File: config.mk
export PLATFORM = sky130hd
export DESIGN_NAME = dtc_timer
export DESIGN_NICKNAME = d
export VERILOG_FILES = /design/src/dtc_pkg.sv /design/src/dtc_timer.sv
export SDC_FILE = /design/constraint.sdc
export NUM_CORES = 1
export LEC_CHECK = 0
export BUFFER_PORTS_ARGS = -buffer_cell sky130_fd_sc_hd__buf_2
export CAP_MARGIN = 40
export CORE_MARGIN = 3
export CORE_UTILIZATION = 45
export CTS_CLUSTER_SIZE = 25
export DETAILED_ROUTE_END_ITERATION = 10
export GPL_ROUTABILITY_DRIVEN = 0
export PLACE_DENSITY = 0.7
export SLEW_MARGIN = 20
export SYNTH_ARGS = -nofsm -noshare
export SYNTH_HDL_FRONTEND = slang
export SYNTH_SLANG_ARGS = --single-unit
File: constraint.sdc
create_clock -name clk -period 9.5 [get_ports clk]
set_clock_uncertainty 0.1 [all_clocks]
set_input_delay 1.425 -clock clk [delete_from_list [all_inputs] [get_ports clk]]
set_output_delay 1.425 -clock clk [all_outputs]
set_load 0.02 [all_outputs]
File: src/dtc_pkg.sv
`default_nettype none
package dtc_pkg;
  // ==========================================================================
  // bus
  // ==========================================================================
  localparam int unsigned ADDR_W = 12;
  // register indices; byte address is four times the index
  localparam logic [7:0] IDX_TIMER_CTRL  = 8'h88;
  localparam logic [7:0] IDX_T01_MODE    = 8'h89;
  localparam logic [7:0] IDX_T0_LOW      = 8'h8a;
  localparam logic [7:0] IDX_T1_LOW      = 8'h8b;
  localparam logic [7:0] IDX_T0_HIGH     = 8'h8c;
  localparam logic [7:0] IDX_T1_HIGH     = 8'h8d;
  localparam logic [7:0] IDX_CLK_DIV     = 8'h8e;
  localparam logic [7:0] IDX_CMP_HIGH    = 8'hc1;
  localparam logic [7:0] IDX_CMP_LOW     = 8'hc2;
  localparam logic [7:0] IDX_T2_CTRL     = 8'hc8;
  localparam logic [7:0] IDX_T2_FLAGS    = 8'hc9;
  localparam logic [7:0] IDX_RELOAD_LOW  = 8'hca;
  localparam logic [7:0] IDX_RELOAD_HIGH = 8'hcb;
  localparam logic [7:0] IDX_T2_LOW      = 8'hcc;
  localparam logic [7:0] IDX_T2_HIGH     = 8'hcd;
  localparam logic [7:0] IDX_CMP_INV     = 8'hd0;
  localparam logic [7:0] IDX_CMP_PORT    = 8'hd1;
  // ==========================================================================
  // reset values
  // ==========================================================================
  localparam logic [7:0]  RST_CLK_DIV = 8'h01;
  localparam logic [7:0]  RST_BYTE    = 8'h00;
  localparam logic [15:0] RST_WORD    = 16'h0000;
  localparam logic [31:0] RST_RDATA   = 32'h0000_0000;
  // ==========================================================================
  // field positions
  // ==========================================================================
  localparam int unsigned BIT_TF1  = 7;
  localparam int unsigned BIT_TR1  = 6;
  localparam int unsigned BIT_TF0  = 5;
  localparam int unsigned BIT_TR0  = 4;
  localparam int unsigned BIT_T1M  = 4;
  localparam int unsigned BIT_T0M  = 3;
  localparam int unsigned BIT_T2_PRESCALE_SELECT = 7;
  localparam int unsigned BIT_T2R  = 4;
  localparam int unsigned BIT_COMPARE_MODE_SELECT = 2;
  localparam int unsigned BIT_T2I  = 0;
  localparam int unsigned BIT_CCF  = 4;
  localparam int unsigned BIT_TF2  = 0;
  localparam int unsigned BIT_INV  = 0;
  localparam int unsigned BIT_PORT = 0;
  // low field of the 13-bit mode, all ones
  localparam logic [4:0] PRESCALE_MAX = 5'h1f;

  typedef enum logic [1:0] {
    DTC_MODE_13BIT,
    DTC_MODE_16BIT,
    DTC_MODE_RELOAD8,
    DTC_MODE_SPLIT
  } dtc_mode_e;
endpackage
`default_nettype wire

File: src/dtc_timer.sv
// Contract
// - mode 0 counts 13 bits: high byte over low five bits of low byte.
// - rollover from all ones to zero sets that timer's overflow flag; with timer 0 in mode 3, its high byte sets the timer 1 flag instead.
// - timer 0 counts only while its run bit is one, except its mode 3 high byte.
// - timer 1 counts only while its run bit is one.
// - mode 1 counts the full 16 bits as one cascaded register.
// - mode 2 counts low byte, reloads it from high byte on overflow.
// - mode 3 timer 0 low byte is its own 8-bit counter with own bits.
// - mode 3 timer 0 high byte uses timer 1 run bit and flag.
// - with timer 0 in mode 3, timer 1 keeps counting without its flag.
// - timer 1 in mode 3 holds its count as if stopped.
// - timer 2 is a 16-bit up-counter at full or half clock rate.
// - with reload enabled, timer 2 rollover sets flag and loads reload value.
// - reload happens in the same cycle as the flag, zero never held.
// - timer 2 equal to compare value drives pin action and requests interrupt.
// - compare mode select bit picks between two compare modes.
// - new compare output reaches the pin in the match cycle.
// - compare mode 0 output goes high on match, low on overflow.
// - inversion bit reverses compare output polarity in mode 0.
// - compare mode 1 drives the software port value only at next match.
// - prescale select zero gives full clock, one gives half clock.
// - compare mode select clear gives mode 0, set gives mode 1.
// - timer 2 input select zero stops timer 2.
//
// Design decision made here: register access over APB.
`timescale 1ns/10ps
`default_nettype none
module dtc_timer
  import dtc_pkg::*;
#(
  parameter int unsigned AW = ADDR_W
) (
  input  wire logic          clk,
  input  wire logic          rstn,
  input  wire logic          psel,
  input  wire logic          penable,
  input  wire logic          pwrite,
  input  wire logic [AW-1:0] paddr,
  input  wire logic [31:0]   pwdata,
  output logic      [31:0]   prdata,
  output logic               pready,
  output logic               pslverr,
  output logic               compare_output_pin,
  output logic               t0_overflow_flag,
  output logic               t1_overflow_flag,
  output logic               t2_overflow_flag,
  output logic               compare_flag
);
  // ==========================================================================
  // state
  // ==========================================================================
  logic [7:0]  timer_control_register_reg;
  logic [7:0]  t01_mode_reg;
  logic [7:0]  t0_low_byte_reg;
  logic [7:0]  t0_high_byte_reg;
  logic [7:0]  t1_low_byte_reg;
  logic [7:0]  t1_high_byte_reg;
  logic [7:0]  clock_division_register_reg;
  logic [7:0]  t2_control_register_reg;
  logic [7:0]  t2_flag_reg;
  logic [15:0] reload_reg;
  logic [15:0] t2_count_reg;
  logic [15:0] compare_value_reg;
  logic [7:0]  compare_invert_register_reg;
  logic [7:0]  compare_port_reg;
  logic        compare_level_reg;
  logic        compare_output_pin_reg;
  logic        phase_reg;
  logic [31:0] prdata_reg;
  logic        pready_reg;
  logic        pslverr_reg;

  // ==========================================================================
  // timer 0/1 step
  // ==========================================================================
  // returns {overflow, next count}; split mode touches only the low byte
  function automatic logic [16:0] t01_step(input dtc_mode_e m, input logic [15:0] c);
    logic [16:0] r;
    r = {1'b0, c};
    unique case (m)
      DTC_MODE_13BIT: begin
        r[4:0] = c[4:0] + 5'h01;
        if (c[4:0] == PRESCALE_MAX) begin
          r[15:8] = c[15:8] + 8'h01;
          r[16]   = (c[15:8] == 8'hff);
        end
      end
      DTC_MODE_16BIT: r = {1'b0, c} + 17'h00001;
      DTC_MODE_RELOAD8: begin
        r[7:0] = (c[7:0] == 8'hff) ? c[15:8] : c[7:0] + 8'h01;
        r[16]  = (c[7:0] == 8'hff);
      end
      DTC_MODE_SPLIT: begin
        r[7:0] = c[7:0] + 8'h01;
        r[16]  = (c[7:0] == 8'hff);
      end
    endcase
    return r;
  endfunction

  // ==========================================================================
  // apb decode
  // ==========================================================================
  wire        setup   = psel & ~penable;
  wire [7:0]  acc_idx = paddr[9:2];
  wire        acc_ok  = (paddr[1:0] == 2'b00) && (paddr[AW-1:10] == '0);
  wire        wr_en   = psel & penable & pwrite & pready_reg & acc_ok;
  wire [7:0]  wdata   = pwdata[7:0];
  wire wr_tcr  = wr_en && (acc_idx == IDX_TIMER_CTRL);
  wire wr_mode = wr_en && (acc_idx == IDX_T01_MODE);
  wire wr_t0l  = wr_en && (acc_idx == IDX_T0_LOW);
  wire wr_t0h  = wr_en && (acc_idx == IDX_T0_HIGH);
  wire wr_t1l  = wr_en && (acc_idx == IDX_T1_LOW);
  wire wr_t1h  = wr_en && (acc_idx == IDX_T1_HIGH);
  wire wr_ckd  = wr_en && (acc_idx == IDX_CLK_DIV);
  wire wr_t2c  = wr_en && (acc_idx == IDX_T2_CTRL);
  wire wr_t2f  = wr_en && (acc_idx == IDX_T2_FLAGS);
  wire wr_rll  = wr_en && (acc_idx == IDX_RELOAD_LOW);
  wire wr_rlh  = wr_en && (acc_idx == IDX_RELOAD_HIGH);
  wire wr_t2l  = wr_en && (acc_idx == IDX_T2_LOW);
  wire wr_t2h  = wr_en && (acc_idx == IDX_T2_HIGH);
  wire wr_cml  = wr_en && (acc_idx == IDX_CMP_LOW);
  wire wr_cmh  = wr_en && (acc_idx == IDX_CMP_HIGH);
  wire wr_inv  = wr_en && (acc_idx == IDX_CMP_INV);
  wire wr_port = wr_en && (acc_idx == IDX_CMP_PORT);

  logic [7:0] rd_byte;
  logic       rd_hit;
  always_comb begin
    rd_hit  = acc_ok;
    rd_byte = RST_BYTE;
    case (acc_idx)
      IDX_TIMER_CTRL:  rd_byte = timer_control_register_reg;
      IDX_T01_MODE:    rd_byte = t01_mode_reg;
      IDX_T0_LOW:      rd_byte = t0_low_byte_reg;
      IDX_T0_HIGH:     rd_byte = t0_high_byte_reg;
      IDX_T1_LOW:      rd_byte = t1_low_byte_reg;
      IDX_T1_HIGH:     rd_byte = t1_high_byte_reg;
      IDX_CLK_DIV:     rd_byte = clock_division_register_reg;
      IDX_T2_CTRL:     rd_byte = t2_control_register_reg;
      IDX_T2_FLAGS:    rd_byte = t2_flag_reg;
      IDX_RELOAD_LOW:  rd_byte = reload_reg[7:0];
      IDX_RELOAD_HIGH: rd_byte = reload_reg[15:8];
      IDX_T2_LOW:      rd_byte = t2_count_reg[7:0];
      IDX_T2_HIGH:     rd_byte = t2_count_reg[15:8];
      IDX_CMP_LOW:     rd_byte = compare_value_reg[7:0];
      IDX_CMP_HIGH:    rd_byte = compare_value_reg[15:8];
      IDX_CMP_INV:     rd_byte = compare_invert_register_reg;
      IDX_CMP_PORT:    rd_byte = compare_port_reg;
      default:         rd_hit  = 1'b0;
    endcase
  end

  wire [31:0] prdata_next = (setup & ~pwrite) ? {24'h000000, rd_hit ? rd_byte : RST_BYTE}
                                              : prdata_reg;

  // ==========================================================================
  // clock division
  // ==========================================================================
  wire tick0 = ~clock_division_register_reg[BIT_T0M] | phase_reg;
  wire tick1 = ~clock_division_register_reg[BIT_T1M] | phase_reg;
  wire tick2 = ~t2_control_register_reg[BIT_T2_PRESCALE_SELECT] | phase_reg;

  // ==========================================================================
  // timer 0 and timer 1
  // ==========================================================================
  wire tr0 = timer_control_register_reg[BIT_TR0];
  wire tr1 = timer_control_register_reg[BIT_TR1];
  dtc_mode_e m0;
  dtc_mode_e m1;
  assign m0 = dtc_mode_e'(t01_mode_reg[1:0]);
  assign m1 = dtc_mode_e'(t01_mode_reg[5:4]);
  wire t0_split = (m0 == DTC_MODE_SPLIT);

  wire        t0_run  = tr0 & tick0;
  wire [16:0] t0_step = t01_step(m0, {t0_high_byte_reg, t0_low_byte_reg});
  wire        t0_ovf  = t0_run & t0_step[16];
  wire        th0_run = t0_split & tr1 & tick0;
  wire        th0_ovf = th0_run & (t0_high_byte_reg == 8'hff);

  wire        t1_run  = tr1 & tick1 & (m1 != DTC_MODE_SPLIT);
  wire [16:0] t1_step = t01_step(m1, {t1_high_byte_reg, t1_low_byte_reg});
  wire        t1_ovf  = t1_run & t1_step[16];
  wire        tf1_set = t0_split ? th0_ovf : t1_ovf;

  wire [7:0] t0_low_auto  = t0_run ? t0_step[7:0] : t0_low_byte_reg;
  wire [7:0] t0_high_cnt  = th0_run ? t0_high_byte_reg + 8'h01 : t0_high_byte_reg;
  wire [7:0] t0_high_auto = t0_split ? t0_high_cnt
                          : (t0_run ? t0_step[15:8] : t0_high_byte_reg);
  wire [7:0] t0_low_next  = wr_t0l ? wdata : t0_low_auto;
  wire [7:0] t0_high_next = wr_t0h ? wdata : t0_high_auto;
  wire [7:0] t1_low_next  = wr_t1l ? wdata : (t1_run ? t1_step[7:0] : t1_low_byte_reg);
  wire [7:0] t1_high_next = wr_t1h ? wdata : (t1_run ? t1_step[15:8] : t1_high_byte_reg);

  // flag set wins over a software clear in the same cycle
  wire [7:0] tcr_base = wr_tcr ? wdata : timer_control_register_reg;
  wire [7:0] tcr_next = tcr_base | ({7'h00, tf1_set} << BIT_TF1)
                                 | ({7'h00, t0_ovf} << BIT_TF0);

  // ==========================================================================
  // timer 2
  // ==========================================================================
  wire        t2i      = t2_control_register_reg[BIT_T2I];
  wire        t2r      = t2_control_register_reg[BIT_T2R];
  wire        compare_mode_select     = t2_control_register_reg[BIT_COMPARE_MODE_SELECT];
  wire        t2_run   = t2i & tick2;
  wire        t2_ovf   = t2_run & (t2_count_reg == 16'hffff);
  wire [15:0] t2_wrap  = t2r ? reload_reg : 16'h0000;
  wire [15:0] t2_auto  = !t2_run ? t2_count_reg
                       : (t2_ovf ? t2_wrap : t2_count_reg + 16'h0001);
  wire [15:0] t2_next  = {wr_t2h ? wdata : t2_auto[15:8], wr_t2l ? wdata : t2_auto[7:0]};
  wire [15:0] rl_next  = {wr_rlh ? wdata : reload_reg[15:8], wr_rll ? wdata : reload_reg[7:0]};
  wire [15:0] cmp_next = {wr_cmh ? wdata : compare_value_reg[15:8],
                          wr_cml ? wdata : compare_value_reg[7:0]};

  // match on the count being entered, so pin and flag move with it
  wire cmp_hit = t2_run & (t2_auto == compare_value_reg);
  wire [7:0] t2f_base = wr_t2f ? wdata : t2_flag_reg;
  wire [7:0] t2f_next = t2f_base | ({7'h00, cmp_hit} << BIT_CCF)
                                 | ({7'h00, t2_ovf} << BIT_TF2);

  // ==========================================================================
  // compare output
  // ==========================================================================
  wire inv_bit    = compare_invert_register_reg[BIT_INV];
  wire level_next = cmp_hit ? 1'b1 : (t2_ovf ? 1'b0 : compare_level_reg);
  wire mode1_pin  = cmp_hit ? compare_port_reg[BIT_PORT] : compare_output_pin_reg;
  wire pin_next   = compare_mode_select ? mode1_pin : (level_next ^ inv_bit);

  // ==========================================================================
  // registers
  // ==========================================================================
  always_ff @(posedge clk or negedge rstn) begin
    if (!rstn) begin
      prdata_reg  <= RST_RDATA;
      pready_reg  <= 1'b0;
      pslverr_reg <= 1'b0;
      phase_reg   <= 1'b0;
    end else begin
      prdata_reg  <= prdata_next;
      pready_reg  <= setup;
      pslverr_reg <= setup & ~rd_hit;
      phase_reg   <= ~phase_reg;
    end
  end

  always_ff @(posedge clk or negedge rstn) begin
    if (!rstn) begin
      timer_control_register_reg  <= RST_BYTE;
      t01_mode_reg                <= RST_BYTE;
      clock_division_register_reg <= RST_CLK_DIV;
      t0_low_byte_reg             <= RST_BYTE;
      t0_high_byte_reg            <= RST_BYTE;
      t1_low_byte_reg             <= RST_BYTE;
      t1_high_byte_reg            <= RST_BYTE;
    end else begin
      timer_control_register_reg  <= tcr_next;
      t01_mode_reg                <= wr_mode ? wdata : t01_mode_reg;
      clock_division_register_reg <= wr_ckd ? wdata : clock_division_register_reg;
      t0_low_byte_reg             <= t0_low_next;
      t0_high_byte_reg            <= t0_high_next;
      t1_low_byte_reg             <= t1_low_next;
      t1_high_byte_reg            <= t1_high_next;
    end
  end

  always_ff @(posedge clk or negedge rstn) begin
    if (!rstn) begin
      t2_control_register_reg     <= RST_BYTE;
      t2_flag_reg                 <= RST_BYTE;
      reload_reg                  <= RST_WORD;
      t2_count_reg                <= RST_WORD;
      compare_value_reg           <= RST_WORD;
      compare_invert_register_reg <= RST_BYTE;
      compare_port_reg            <= RST_BYTE;
      compare_level_reg           <= 1'b0;
      compare_output_pin_reg      <= 1'b0;
    end else begin
      t2_control_register_reg     <= wr_t2c ? wdata : t2_control_register_reg;
      t2_flag_reg                 <= t2f_next;
      reload_reg                  <= rl_next;
      t2_count_reg                <= t2_next;
      compare_value_reg           <= cmp_next;
      compare_invert_register_reg <= wr_inv ? wdata : compare_invert_register_reg;
      compare_port_reg            <= wr_port ? wdata : compare_port_reg;
      compare_level_reg           <= level_next;
      compare_output_pin_reg      <= pin_next;
    end
  end

  assign prdata             = prdata_reg;
  assign pready             = pready_reg;
  assign pslverr            = pslverr_reg;
  assign compare_output_pin = compare_output_pin_reg;
  assign t0_overflow_flag   = timer_control_register_reg[BIT_TF0];
  assign t1_overflow_flag   = timer_control_register_reg[BIT_TF1];
  assign t2_overflow_flag   = t2_flag_reg[BIT_TF2];
  assign compare_flag       = t2_flag_reg[BIT_CCF];
endmodule
`default_nettype wire

## Yosys cells after proc, flatten, opt, wreduce, memory -nomap -nowiden

Index checks and enable logic that the tools add are counted.

| storage, ports and cells | value |
|---|---|
| register bits after elaboration | 149 |
| latch bits | 0 |
| RAM bits | 0 |
| bits in read-only memories | 0 |
| input bits | 49 |
| output and inout bits | 39 |
| logic and storage cells | 176 |
| memories kept | 0 |

| cells by class | value |
|---|---|
| add/sub/neg operators | 9 |
| $mul | 0 |
| div/mod/pow operators | 0 |
| order comparisons | 0 |
| eq/ne operators | 36 |
| shift operators | 0 |
| mux-type cells | 37 |
| bitwise logic cells | 33 |
| reduce and logical (&&, ||, !) cells | 37 |

Operators by type and width:

| operator | count |
|---|---|
| $eq 8x8->1 const B | 21 |
| $mux 8 | 17 |
| $pmux 8 s17 | 1 |
| $mux 16 | 3 |
| $pmux 5 s4 | 2 |
| $add 16x1->17 const B | 2 |
| $add 8x1->8 const B | 4 |
| $pmux 8 s2 | 2 |
| $and 1x1->1 | 18 |
| $logic_and 1x1->1 | 18 |
| $mux 9 | 2 |
| $pmux 3 s3 | 2 |
| $reduce_or 17->1 | 1 |
| $add 16x1->16 const B | 1 |
| $eq 16x16->1 | 1 |
| $eq 16x16->1 const B | 1 |
| $reduce_bool 4->1 | 3 |
| $add 5x1->5 const B | 2 |
| $eq 5x5->1 const B | 2 |
| $eq 2x2->1 const B | 4 |
| $logic_not 2->1 | 4 |
| $or 8x1->8 | 1 |
| $or 8x5->8 | 1 |
| $or 8x6->8 | 1 |
| 18 further kinds | 38 |

## Logic depth before layout (Yosys ltp)

| depth | value |
|---|---|
| depth in word-level cells | 11 |
| mapped depth | 13 |
| depth with buffers taken out | 10 |

## Worst setup path before layout

OpenSTA, ideal clock, no wires.

| path | value |
|---|---|
| kind | input to register |
| start point | input paddr[11] |
| end point | register reload_reg[11] |
| library setup time | 0.125 ns |
| data arrival time | 3.528 ns |
| data required time | 9.275 ns |
| setup slack | 5.747 ns |
| cell stages on the path | 5 |
| buffers on the path | 1 |
| cells stage by stage | or4_1 > or2_2 > clkbuf_1 > nor3_1 > mux2_2 |

| on the way | value |
|---|---|
| cells in the longest elaborated chain, start to end | 4 |

Ends and longest elaborated chain:

| item | RTL line | RTL |
|---|---|---|
| start, declared | dtc_timer.sv:38 | `input wire logic [AW-1:0] paddr,` |
| $logic_not 2->1 | dtc_timer.sv:106 | `wire acc_ok = (paddr[1:0] == 2'b00) && (paddr[AW-1:10] == '0);` |
| $logic_and 1x1->1 | dtc_timer.sv:106 |  |
| $and 1x1->1 | dtc_timer.sv:107 | `wire wr_en = psel & penable & pwrite & pready_reg & acc_ok;` |
| $logic_and 1x1->1 | dtc_timer.sv:119 | `wire wr_rlh = wr_en && (acc_idx == IDX_RELOAD_HIGH);` |
| end signal, assigned | dtc_timer.sv:281 | `reload_reg <= rl_next;` |
| end, declared | dtc_timer.sv:61 | `logic [15:0] reload_reg;` |

Every way passes these cells.
A chain may end at the register's enable or synchronous reset.

## Final worst setup path

| path | value |
|---|---|
| start point | register t2_count_reg[0] |
| end point | register compare_output_pin_reg, in the netlist compare_output_pin |

| on the way | value |
|---|---|
| cells in the longest elaborated chain, start to end | 9 |
| elaborated cells on any way between the ends | 12 |
| classes of those cells | add/sub: 1; eq/ne: 3; mux: 5; bitwise: 3 |

Ends and longest elaborated chain:

| item | RTL line | RTL |
|---|---|---|
| start, declared | dtc_timer.sv:62 | `logic [15:0] t2_count_reg;` |
| start signal, assigned | dtc_timer.sv:282 | `t2_count_reg <= t2_next;` |
| branches (longest 9 deep; another with $add 16x1->16) | n/a |  |
| end signal, assigned | dtc_timer.sv:287 | `compare_output_pin_reg <= pin_next;` |
| end, declared | dtc_timer.sv:67 | `logic compare_output_pin_reg;` |

Several ways; the timed one is not identified.

==> reports/qor.json <==
{
  "cp_max_fo": 14,
  "syn_area_per_cell_um2": 8.90,
  "grt_util_all_layers": 0.261,
  "finalSetupTns_ns": 0,
  "rsz0062_at_grt": "false",
  "timing_hold_violations_final": 0,
  "area_overhead_of_the_layout_relative_to_synthesis_pct": 10.4,
  "max_freq_mhz": 215,
  "largest_net_degree_at_the_start_of_global_routing": 85,
  "synth_ff_type": "sky130_fd_sc_hd__dfrtp_1",
  "postCtsHoldBufs": 0,
  "wire_per_inst_um": 21.6,
  "antenna_violations_before_repair": 0,
  "design.core.area_mm2": 0.0204,
  "worst_path_largest_cell_delay_ns": 0.70,
  "timing.max_slew.rel_slack": 0.478,
  "final_layout_size_suffix_gt1_frac": 0.162,
  "yosys-top-cells-area": "sky130_fd_sc_hd__dfrtp_1 39%, sky130_fd_sc_hd__mux2_2 8.7%, sky130_fd_sc_hd__nand2_1 5.6%",
  "die_h_um": 151,
  "clock_sink_count": 149,
  "r2r_cells": 10,
  "dr.pass1.iters": 7,
  "count_of_pins_over_their_slew_limit": 0,
  "critical_path.reg2reg.endpoint": "compare_output_pin",
  "layout_min_cycle_time_ns": 4.64,
  "synth.distinct_cells": 71,
  "tritoncts": "done",
  "initial_core_util": 0.463,
  "synthDominantAreaCellType": "sky130_fd_sc_hd__dfrtp_1",
  "final_design_area_no_fill_mm2": 0.0104,
  "synth_edf_count": 0,
  "cts.clk_slew.worst_paths_ns": 0.06,
  "antenna_cells": 0,
  "postSynthCellCount": 1063,
  "critical_path.reg2reg.startpoint": "t2_count_reg[0]",
  "count_of_buffers_inserted_at_the_top_level_ports": 39,
  "setup.worst_path.start_class": "flip-flop",
  "filler_cell_count": 1930,
  "wl_mm": 29.2,
  "ant_nets": 0,
  "min_delay_path_depth": 2,
  "post-route-drc-count": 0,
  "first_pass_grt_wire_length_mm": 45.8,
  "htree_num_levels": 4,
  "via_count_of_the_first_global_routing_pass": 7938,
  "drtIter0Drc": 1128,
  "setup.worst_path.end_class": "flip-flop",
  "die-area_mm2": 0.0228,
  "hold_path.class": "flip-flop to flip-flop",
  "dp_slack_ns": 5.02,
  "half_perimeter_wire_length_after_placement_mm": 20.5,
  "timing.hold.worst_endpoint": "prdata[5]",
  "placementRows": 52,
  "worst_path_most_repeated_cell": "sky130_fd_sc_hd__or4_1",
  "viasPerCell": 6.33,
  "width_of_the_chip_um": 151,
  "critPathRequiredTime_ns": 9.75,
  "worst_skew_pair.late_latency_ns": 0.43,
  "power_density_over_the_cells_mw_per_mm2": 155,
  "final_critical_path_setup_slack_ns": 4.86,
  "syn_area_mm2": 0.00946,
  "worstPathCellList": "ha_1 > nand3_1 > nor4_1 > nand2_1 > mux2i_1 > or4_1 > or4_1 > or4_1 > and3_4 > a211oi_2",
  "grt-ovfl-total": 0,
  "max-vdd-ir-drop_v": 0.000131,
  "final_setup_violation_count": 0,
  "worst_pin_slew_ns": 0.780,
  "worstHoldStart": "prdata[5]",
  "fin_crit_sh": 0.489,
  "cts_inserted_buffers": 17,
  "syn_warnings": 0,
  "critical_path_arrival_ns": 4.89,
  "ff2ff_setup_slack_ns": 4.86,
  "crit_path_top_delay_cell": "sky130_fd_sc_hd__or4_1",
  "clockRootBuffer": "sky130_fd_sc_hd__clkbuf_16",
  "async_flop_share": 1.00,
  "power_leakage_nw": 4.45,
  "layout.nets": 1134,
  "maxCapViolations": 0,
  "via_count": 8560,
  "cts_resized": 0,
  "yosys.cell_count.top_type": "sky130_fd_sc_hd__dfrtp_1",
  "critPathLaunch": "t2_count_reg[0]",
  "synth_largest_type_area_fraction": 0.391,
  "post_cts_buffers": 0,
  "yosysSeqAreaShare": 0.394,
  "result_of_the_run": "finished, final reports clean",
  "clock_tree.buffer_depth": 2,
  "dpl_cell_area_mm2": 0.00976,
  "synth.ff_latch_count": 149,
  "io_pins": 88,
  "synth_commonest_cells": "148 x sky130_fd_sc_hd__dfrtp_1, 140 x sky130_fd_sc_hd__nand2_1, 103 x sky130_fd_sc_hd__o21ai_0",
  "timing_worst_setup_path_type": "flip-flop to flip-flop"
}
[per-layer routing]
metal | vias to the layer above | routed length, um | GRT usage
met1 | 4187 | 12300 | 0.357
met5 | - | 0 | 0
met3 | 75 | 2270 | 0.0497
met4 | 0 | 1060 | 0.0975
met2 | 432 | 13700 | 0.413
li1 | 3866 | - | -
[logic make-up (layout without fill, tap and decap cells)]
group / Yosys count / in the layout / share of synthesized area
other: 1 / 24 / 0.000396
multiplexers: 108 / 108 / 0.124
flip-flops: 149 / 149 / 0.394
buffers and inverters: 117 / 114 / 0.0583
AND/OR/NAND/NOR: 375 / 375 / 0.195
AO/OA/AOI/OAI: 274 / 274 / 0.186
XOR/XNOR: 24 / 24 / 0.0222
adder cells (fa/ha/maj): 15 / 15 / 0.0198
[through the flow]
step | utilization | hold slack, ns | cells | power (mW)
2_1_floorplan | - | 0.349 | 1086 | 0.832
3_3_place_gp | 0.476 | 0.362 | 1313 | 0.884
3_5_place_dp | 0.478 | 0.368 | 1319 | 0.886
4_1_cts | 0.508 | 0.384 | 1351 | 1.62
5_1_grt | 0.511 | 0.407 | 1353 | 1.67
6_report | 0.511 | 0.379 | 1353 | 1.62
[report_power, final]
| part | leakage, nW | internal, mW | switching [mW] | total (mW) |
|---|---|---|---|---|
| clock | 0.304 | 0.444 | 0.286 | 0.730 |
| sequential | 1.83 | 0.655 | 0.0623 | 0.717 |
| combinational | 2.31 | 0.0619 | 0.109 | 0.171 |
[cell type report]
class	count	area, um2	share of cell area
Tap cell	270	338	0.0324
Inverter	22	82.6	0.00791
Clock buffer	18	429	0.0411
Multi-Input combinational cell	820	5280	0.505
Clock inverter	14	200	0.0192
Timing Repair Buffer	60	385	0.0369
Sequential cell	149	3730	0.357
[worst max path at each step]
stage                                      end  cells after the start
floorplan                       reload_reg[11]                      5
global placement    t2_control_register_reg[1]                      7
detailed placement          compare_output_pin                     10
CTS                         compare_output_pin                     10
global route                compare_output_pin                     10
finish                      compare_output_pin                     10
[layout by cell type, fill, tap and decap left out, drive strengths merged, types with 4 or more instances in the layout]
cell,n
a2111oi,4
a211oi,9
a21o,4
a21oi,52
a221oi,16
a222oi,12
a22o,4
a22oi,13
a31oi,7
a41oi,6
and2,12
and3,22
and4,7
buf,60
bufinv,4
clkbuf,18
conb,24
dfrtp,148
ha,15
inv,27
mux2,73
mux2i,35
nand2,140
nand2b,14
nand3,34
nand4,18
nor2,68
nor2b,10
nor3,20
nor3b,5
nor4,10
o211ai,8
o21ai,103
o22ai,10
o31ai,6
or4,4
xnor2,11
xor2,13
[worst max-delay path, delay by kind of cell, from the launching register on]
family / cells / cell delay [ns]
AOI/OAI and AO/OA: 1 / 0.18
DFF: 1 / 0.58
and+or+nand+nor: 7 / 3.21
adders and majority gates: 1 / 0.26
muxes: 1 / 0.23
Power figures use the tool's default switching activity.
